`config.mk`:
```
export PLATFORM = sky130hd
export DESIGN_NAME = cpps_dev_flat
export DESIGN_NICKNAME = d
export VERILOG_FILES = /design/src/logic/cpps_pkg.sv /design/src/logic/cpps_if.sv /design/src/logic/cpps_dev.sv /design/src/flat_wrapper.sv
export SDC_FILE = /design/constraint.sdc
export NUM_CORES = 1
export LEC_CHECK = 0
export BUFFER_PORTS_ARGS = -buffer_cell sky130_fd_sc_hd__buf_2
export CORE_MARGIN = 1
export CORE_UTILIZATION = 34
export DETAILED_ROUTE_END_ITERATION = 12
export HOLD_SLACK_MARGIN = 0.05
export SETUP_SLACK_MARGIN = 0.02
export SYNTH_ARGS = -nofsm -noshare
export SYNTH_HDL_FRONTEND = slang
export SYNTH_SLANG_ARGS = --single-unit
```
`constraint.sdc`:
```
create_clock -name REF_CLK -period 7.35 [get_ports REF_CLK]
set_clock_uncertainty 0.2 [all_clocks]
set_input_delay 0.735 -clock REF_CLK [delete_from_list [all_inputs] [get_ports REF_CLK]]
set_output_delay 0.735 -clock REF_CLK [all_outputs]
set_load 0.01 [all_outputs]
```
`src/logic/cpps_pkg.sv`:
```
package cpps_pkg;
	// reference clock rate in kHz, period 100 ns
	localparam int unsigned CLK_KHZ = 10000;
	// supply-good to reset release, least, in ms
	localparam int unsigned RST_HOLD_MS = 5;
	localparam int unsigned RST_HOLD_CYC = RST_HOLD_MS * CLK_KHZ;
	// normal park completion bound, in ms
	localparam int unsigned NPARK_MS = 20;
	localparam int unsigned NPARK_CYC = NPARK_MS * CLK_KHZ;
	// fast park hold-up window, in us
	localparam int unsigned FPARK_US = 32;
	localparam int unsigned FPARK_CYC = (FPARK_US * CLK_KHZ) / 1000;
	// pll lock time of the device model, in cycles
	localparam int unsigned PLL_LOCK_CYC = 64;
	// flash configuration load time, in cycles
	localparam int unsigned CFG_LOAD_CYC = 256;
	// normal park duration actually used, below the bound
	localparam int unsigned NPARK_RUN_CYC = 1000;
	// fast park duration actually used, below the window
	localparam int unsigned FPARK_RUN_CYC = 160;
	// counter width
	localparam int unsigned CW = 32;
	// device sequencing states, one-hot
	typedef enum logic [6:0] {
		DS_RESET = 7'h01,
		DS_PLL = 7'h02,
		DS_LOAD = 7'h04,
		DS_OFF = 7'h08,
		DS_ON = 7'h10,
		DS_NPARK = 7'h20,
		DS_PARKED = 7'h40
	} cpps_dstate_t;
	// power-manager side states, one-hot
	typedef enum logic [5:0] {
		HS_HOLD = 6'h01,
		HS_INIT = 6'h02,
		HS_READY = 6'h04,
		HS_NDOWN = 6'h08,
		HS_FDOWN = 6'h10,
		HS_RESET = 6'h20
	} cpps_hstate_t;
endpackage

```
`src/logic/cpps_if.sv`:
```
`timescale 1ns/1ps
`default_nettype none
// link between power manager / host and the controller
interface cpps_if;
	logic system_reset_low; // active-low reset to controller
	logic early_park_warning_low; // active-low fast park warning
	logic power_request; // high requests power-on and image output
	logic init_busy_o; // controller drive value of init-busy
	logic init_busy_oe; // controller drives init-busy when high
	logic init_busy; // resolved wire, pulled up when undriven
	assign init_busy = init_busy_oe ? init_busy_o : 1'b1;
	modport dev (input system_reset_low, input early_park_warning_low, input power_request,
		output init_busy_o, output init_busy_oe);
	modport host (output system_reset_low, output early_park_warning_low, output power_request,
		input init_busy);
endinterface
`default_nettype wire

```
`src/logic/cpps_dev.sv`:
```
`timescale 1ns/1ps
`default_nettype none
// Operation
// - reset release starts auto initialisation
// - init-busy driven low when init done
// - warning high before reset release
// - reset held 5 ms after supplies good
// - reference clock stable within 5 ms
// - clock may run before power
// - no i2c until init-busy low
// - i2c finished before request falls
// - normal park done within 20 ms
// - clock, supplies kept 20 ms after request
// - request fall starts power-down, high powers on
// - reset after park releases init-busy
// - warning low starts fast park
// - clock, supplies kept 32 us after warning
// - request high displays, low turns off
// - init-busy driven high right after release
// - init locks pll, then loads config
// - request not lowered during start-up
module cpps_dev (
	input wire logic REF_CLK,
	input wire logic NRST,
	cpps_if.dev LNK,
	output logic DISPLAY_ON,
	output logic MIRRORS_PARKED,
	output logic FAST_PARK
);
	// state codes live in the package; a local name keeps the struct short
	typedef cpps_pkg::cpps_dstate_t cpps_dstate_t;

	// whole state of the controller end
	// one packed word, so the reset value and next state match field by field
	typedef struct packed {
		logic [1:0] rst_s; // reset-release synchroniser
		logic [1:0] warn_s; // warning synchroniser
		logic [1:0] req_s; // request synchroniser
		logic req_prev; // synced request, one cycle back
		cpps_dstate_t st;
		logic [cpps_pkg::CW-1:0] cnt; // phase timer
		logic busy_oe; // init-busy driven
		logic busy_v; // init-busy level
		logic disp; // image output enabled
		logic parked; // mirrors parked
		logic fpark; // fast park in progress or done
	} cpps_dev_t;

	// registered state and the value it takes at the next edge
	cpps_dev_t s_q;
	cpps_dev_t s_d;

	// synchronised views of the three link inputs
	logic rst_ok; // synced reset released
	logic warn_ok; // synced warning inactive
	logic req_h; // synced request

	// only the second stage is read; reading the first would let a
	// metastable level reach several branches in the same cycle
	assign rst_ok = s_q.rst_s[1];
	assign warn_ok = s_q.warn_s[1];
	assign req_h = s_q.req_s[1];

	// next-state logic
	// no output is taken from here directly, so none can glitch
	always_comb begin
		// every field defaults to its held value, so no path leaves one open
		s_d = s_q;
		// first stage feeds only the second stage
		s_d.rst_s = {s_q.rst_s[0], LNK.system_reset_low};
		s_d.warn_s = {s_q.warn_s[0], LNK.early_park_warning_low};
		s_d.req_s = {s_q.req_s[0], LNK.power_request};
		// one cycle of history for the request edge detector
		s_d.req_prev = req_h;
		// phase timer runs down to zero and rests there
		if (s_q.cnt != '0) begin
			s_d.cnt = s_q.cnt - 1'b1;
		end
		// priority: link reset, then warning, then fast park, then sequence
		if (!rst_ok) begin
			// reset asserted: stop driving, pull-up takes it high
			s_d.st = cpps_pkg::DS_RESET;
			s_d.busy_oe = 1'b0;
			s_d.busy_v = 1'b1;
			s_d.disp = 1'b0;
			s_d.fpark = 1'b0;
		end else if (!warn_ok && s_q.st != cpps_pkg::DS_RESET && !s_q.fpark) begin
			// warning overrides the sequence, park at once
			// a warning during reset is ignored; init needs it high first
			s_d.fpark = 1'b1;
			s_d.disp = 1'b0;
			s_d.parked = 1'b0;
			s_d.cnt = cpps_pkg::CW'(cpps_pkg::FPARK_RUN_CYC);
		end else if (s_q.fpark) begin
			// fast park finishes inside the hold-up window
			// parked stays low until the timer has run out
			if (s_q.cnt == '0) begin
				s_d.parked = 1'b1;
				s_d.st = cpps_pkg::DS_PARKED;
			end
		end else begin
			case (s_q.st)
				// first cycle with the link reset released
				cpps_pkg::DS_RESET: begin
					// release: drive busy high, start pll lock
					s_d.st = cpps_pkg::DS_PLL;
					s_d.busy_oe = 1'b1;
					s_d.busy_v = 1'b1;
					s_d.parked = 1'b1;
					s_d.cnt = cpps_pkg::CW'(cpps_pkg::PLL_LOCK_CYC);
				end

				// pll lock always precedes the configuration load
				cpps_pkg::DS_PLL: begin
					if (s_q.cnt == '0) begin
						s_d.st = cpps_pkg::DS_LOAD;
						s_d.cnt = cpps_pkg::CW'(cpps_pkg::CFG_LOAD_CYC);
					end
				end

				// busy falls only once the configuration load ends
				cpps_pkg::DS_LOAD: begin
					if (s_q.cnt == '0) begin
						s_d.busy_v = 1'b0;
						s_d.st = cpps_pkg::DS_OFF;
					end
				end

				// init done, waiting for a power request
				cpps_pkg::DS_OFF: begin
					// level high powers on, request held low stays off
					if (req_h) begin
						s_d.st = cpps_pkg::DS_ON;
						s_d.disp = 1'b1;
						s_d.parked = 1'b0;
					end
				end

				// only a true falling edge parks, not a low level
				cpps_pkg::DS_ON: begin
					if (s_q.req_prev && !req_h) begin
						s_d.st = cpps_pkg::DS_NPARK;
						s_d.disp = 1'b0;
						s_d.cnt = cpps_pkg::CW'(cpps_pkg::NPARK_RUN_CYC);
					end
				end

				// display already off, mirrors settling
				cpps_pkg::DS_NPARK: begin
					// bounded well inside the 20 ms limit
					if (s_q.cnt == '0) begin
						s_d.parked = 1'b1;
						s_d.st = cpps_pkg::DS_PARKED;
					end
				end

				// parked until the link reset or a new request comes
				cpps_pkg::DS_PARKED: begin
					// wait for reset; a new request powers on again
					if (req_h && !s_q.req_prev) begin
						s_d.st = cpps_pkg::DS_ON;
						s_d.disp = 1'b1;
						s_d.parked = 1'b0;
					end
				end

				// illegal code: restart from reset and run init again
				default: begin
					s_d.st = cpps_pkg::DS_RESET;
				end
			endcase
		end
	end

	// state register, constants only under reset
	// the async clear never reads an input, so it cannot glitch the state
	always_ff @(posedge REF_CLK or negedge NRST) begin
		if (!NRST) begin
			// quiet levels: busy undriven, display off, mirrors parked
			s_q <= '{
				rst_s: 2'h0,
				warn_s: 2'h0,
				req_s: 2'h0,
				req_prev: 1'b0,
				st: cpps_pkg::DS_RESET,
				cnt: '0,
				busy_oe: 1'b0,
				busy_v: 1'b1,
				disp: 1'b0,
				parked: 1'b1,
				fpark: 1'b0
			};
		end else begin
			s_q <= s_d;
		end
	end

	// link drive: busy level and its enable, both straight from flops
	assign LNK.init_busy_o = s_q.busy_v;
	assign LNK.init_busy_oe = s_q.busy_oe;

	// user-side status, all registered
	assign DISPLAY_ON = s_q.disp;
	assign MIRRORS_PARKED = s_q.parked;
	assign FAST_PARK = s_q.fpark;
endmodule
`default_nettype wire

```
`src/flat_wrapper.sv`:
```
// flat-port wrapper written by rule: the top's interface ports become plain ports
module cpps_dev_flat 
  (REF_CLK, NRST, DISPLAY_ON, MIRRORS_PARKED, FAST_PARK, LNK_system_reset_low, LNK_early_park_warning_low, LNK_power_request, LNK_init_busy_o, LNK_init_busy_oe);
  cpps_if LNK_i ();
  input wire logic REF_CLK;
  input wire logic NRST;
  output logic DISPLAY_ON;
  output logic MIRRORS_PARKED;
  output logic FAST_PARK;
  input wire logic [$bits(LNK_i.system_reset_low)-1:0] LNK_system_reset_low;
  input wire logic [$bits(LNK_i.early_park_warning_low)-1:0] LNK_early_park_warning_low;
  input wire logic [$bits(LNK_i.power_request)-1:0] LNK_power_request;
  output wire logic [$bits(LNK_i.init_busy_o)-1:0] LNK_init_busy_o;
  output wire logic [$bits(LNK_i.init_busy_oe)-1:0] LNK_init_busy_oe;
  assign LNK_i.system_reset_low = LNK_system_reset_low;
  assign LNK_i.early_park_warning_low = LNK_early_park_warning_low;
  assign LNK_i.power_request = LNK_power_request;
  assign LNK_init_busy_o = LNK_i.init_busy_o;
  assign LNK_init_busy_oe = LNK_i.init_busy_oe;
  cpps_dev u_core (.REF_CLK(REF_CLK), .NRST(NRST), .LNK(LNK_i), .DISPLAY_ON(DISPLAY_ON), .MIRRORS_PARKED(MIRRORS_PARKED), .FAST_PARK(FAST_PARK));
endmodule
```
==> flow_summary.toml <==
[cts]
cts_tree = "yes"
clockBufferDepth = 2
worstSkewPairLatency_ns = 0.30
number_of_clock_sinks = 51
post_cts_hold_buffer_count = 0
ctsHtreeMaxLevel = 2
post_cts_buffers = 0
cts_root_buf = "sky130_fd_sc_hd__clkbuf_8"
clkTransAtPathRegs_ns = 0.10
cts_resized = 0
cts-buffers-inserted = 5

[worst_setup_path]
critPathArrivalTime_ns = 3.66
path_max_fanout = 24
startpoint_of_the_most_critical_register_to_register_path = "u_core.s_q[8]"
crit_path_start_kind = "flip-flop"
rrSetupSlack_ns = 3.63
r2r_cells = 6
worstSetupEndpointType = "flip-flop"
worstPathRequired_ns = 7.29
terminus_of_the_critical_flop_to_flop_path = "u_core.s_q[31]"
critical_path_class = "reg2reg"

[yosys]
synth.area.top_cells = "sky130_fd_sc_hd__dfrtp_1 (43%), sky130_fd_sc_hd__nor2_1 (6.8%), sky130_fd_sc_hd__xnor2_1 (6.2%)"
yosys.cell_types.count = 56
synth_most_common_cell = "sky130_fd_sc_hd__nor2_1"
syn_nets = 308
yosysWarnings = 0
synth_flop_cell = "sky130_fd_sc_hd__dfrtp_1"
synthArstFlopShare_pct = 100
top_cells_by_instance_count_after_synthesis = "sky130_fd_sc_hd__nor2_1 (51), sky130_fd_sc_hd__dfrtp_1 (48), sky130_fd_sc_hd__xnor2_1 (20), sky130_fd_sc_hd__nand2_1 (14), sky130_fd_sc_hd__nor3_1 (14)"
synth_edf_count = 0
flip_flop_and_latch_count_after_synthesis = 51
synthesis.area_um2 = 2820
synth.avg_cell_area_um2 = 9.37
synthCells = 301
synth_top_cell_area_share_pct = 42.6
synth_top_area_cell = "sky130_fd_sc_hd__dfrtp_1"
synth_seq_area_share_pct = 45.4

[power_and_ir_drop]
switching_share_pct = 44.5
share_of_total_power_in_sequential_cells_pct = 38.4
comb_power_share_pct = 47.0
p_int_mw = 0.659
switching_power_mw = 0.528
static-leakage-power_nw = 1.29
clock_power_share_pct = 14.5
power.density_nw_per_um2 = 389
max_ir_drop_vdd_mv = 0.134

[min_path]
min_path_cells = 0
hp-start = "u_core.s_d[46]"
min_to = "u_core.req_h"
worstHoldPathType = "reg2reg"

[timing]
min_period_over_period_pct = 50.6
setup_slack_ns = 3.63
max_slew_violation_count = 0
tns_ns = 0
rsz_0062_raised_after_global_routing = "no"
timing.final.crit_period_ns = 3.72
final_hold_viol_count = 0
setup_viol = 0
clock.fmax_mhz = 269
remaining_max_slew_budget_at_the_tightest_pin_pct = 31.3
worst_slew_pin_slew_ns = 1.02

[place]
place.port_buffers = 9
post-dp-hpwl_um = 4010
numPlacedInstances = 402
placed_area_um2 = 2950
dp_slack_ns = 3.61
gp_routability_congestion = 0.830

[layout]
finish.utilization_pct = 38.7
synth_to_final_area_change_pct = 8.12
design_area_um2 = 3050
final_layout_size_suffix_gt1_share_pct = 11.4
antenna_cells = 0
largest_register_by_flop_count = "u_core.s_q"
instances_no_fill = 410
largest_reg_flops = 41
nets = 314

[run_status]
run_status = "complete, no violations"

[detailed_routing]
first_iter_violations = 108
drc = 0
length_of_the_first_detailed_routing_pass_in_iterations = 4
postRouteWirelength_um = 5720
antenna_violating_nets_post_route = 0
vias_per_cell = 5.24
avgRoutedWirePerCell_um = 14.0
routed-via-count = 2149

[global_route]
grt_overflow_total = 0
global_route_wire_length_before_repair_um = 10200
grt_max_degree = 52
grtUsageTotal_pct = 14.8
grt_pass1_vias = 2048
initial_antenna_violation_count = 0

[floorplan]
core_area_um2 = 7890
io_pins = 10
initial_standard_cell_utilization_of_the_core_pct = 35.8
floorplan.die.width_um = 93.1
dieArea_um2 = 8670
row_cnt = 32
die_h_um = 93.1

[job]
timing.max_cap.violations = 0
-- power by group through the flow --
stage          clock network [mW]  logic (mW)  registers (mW)
3_5_place_dp                    0       0.558           0.458
5_1_grt                     0.192       0.632           0.472
2_1_floorplan                   0       0.460           0.429
6_report                    0.172       0.558           0.456
3_3_place_gp                    0       0.548           0.458
4_1_cts                     0.180       0.560           0.454
-- logic make-up (layout without fill, tap and decap cells) --
| family | count (synthesis) | after routing | synth area share, % |
|---|---|---|---|
| flops | 51 | 51 | 45.4 |
| fa+ha+maj | 2 | 2 | 0.887 |
| xor+xnor | 29 | 29 | 9.00 |
| compound gates | 49 | 49 | 11.2 |
| simple gates | 154 | 154 | 30.6 |
| mux | 1 | 1 | 0.355 |
| buf+inv | 15 | 22 | 2.62 |
-- worst max-delay path: stages (launching register included) --
cell	delay, ns
sky130_fd_sc_hd__dfrtp_1	0.45
sky130_fd_sc_hd__nor4_2	0.67
sky130_fd_sc_hd__nand2_1	0.24
sky130_fd_sc_hd__nor4_4	0.89
sky130_fd_sc_hd__nor2_1	0.16
sky130_fd_sc_hd__o22ai_2	0.77
sky130_fd_sc_hd__nor2_1	0.17
-- placed cells by master, fill, tap and decap left out, drive strengths merged, types with 4 or more instances in the layout --
cell type,n
o21ai,11
clkbuf,6
dfrtp,48
nor2,52
nor2b,9
inv,4
xnor2,20
buf,10
o22ai,4
or4,5
a21oi,13
nor3,14
nand2,15
xor2,9
nand3,11
or3,5
nor4,16
nand2b,6
-- cell type report --
cell class,instances,area [um^2]
tap,102,128
timing repair buffer,10,52.6
clock inverter,2,16.3
sequential,51,1280
clock buffer,6,82.6
fill,753,4840
inverter,4,15.0
multi-input combinational,235,1480
-- through the flow --
step	hold slack [ns]	power, mW
floorplan	0.131	0.889
global placement	0.133	1.01
finish	0.157	1.19
global route	0.167	1.30
detailed placement	0.137	1.02
CTS	0.161	1.19
-- layer usage --
layer	track usage (%)	wire [um]	part of all wire, %
met3	2.68	172	3.0
met2	23.8	2550	45
met5	0	0	0
met4	3.72	59	1.0
met1	20.6	2940	51
-- worst max path at each step --
stage	start	to	slack, ns	cells after the start
5_1_grt	u_core.s_q[8]	u_core.s_q[31]	3.28	6
3_3_place_gp	u_core.s_q[8]	u_core.s_q[36]	3.79	6
4_1_cts	u_core.s_q[8]	u_core.s_q[31]	3.61	6
3_5_place_dp	u_core.s_q[8]	u_core.s_q[31]	3.61	6
2_1_floorplan	u_core.s_q[32]	u_core.s_q[5]	4.77	9
6_report	u_core.s_q[8]	u_core.s_q[31]	3.63	6
Power figures use the tool's default switching activity.
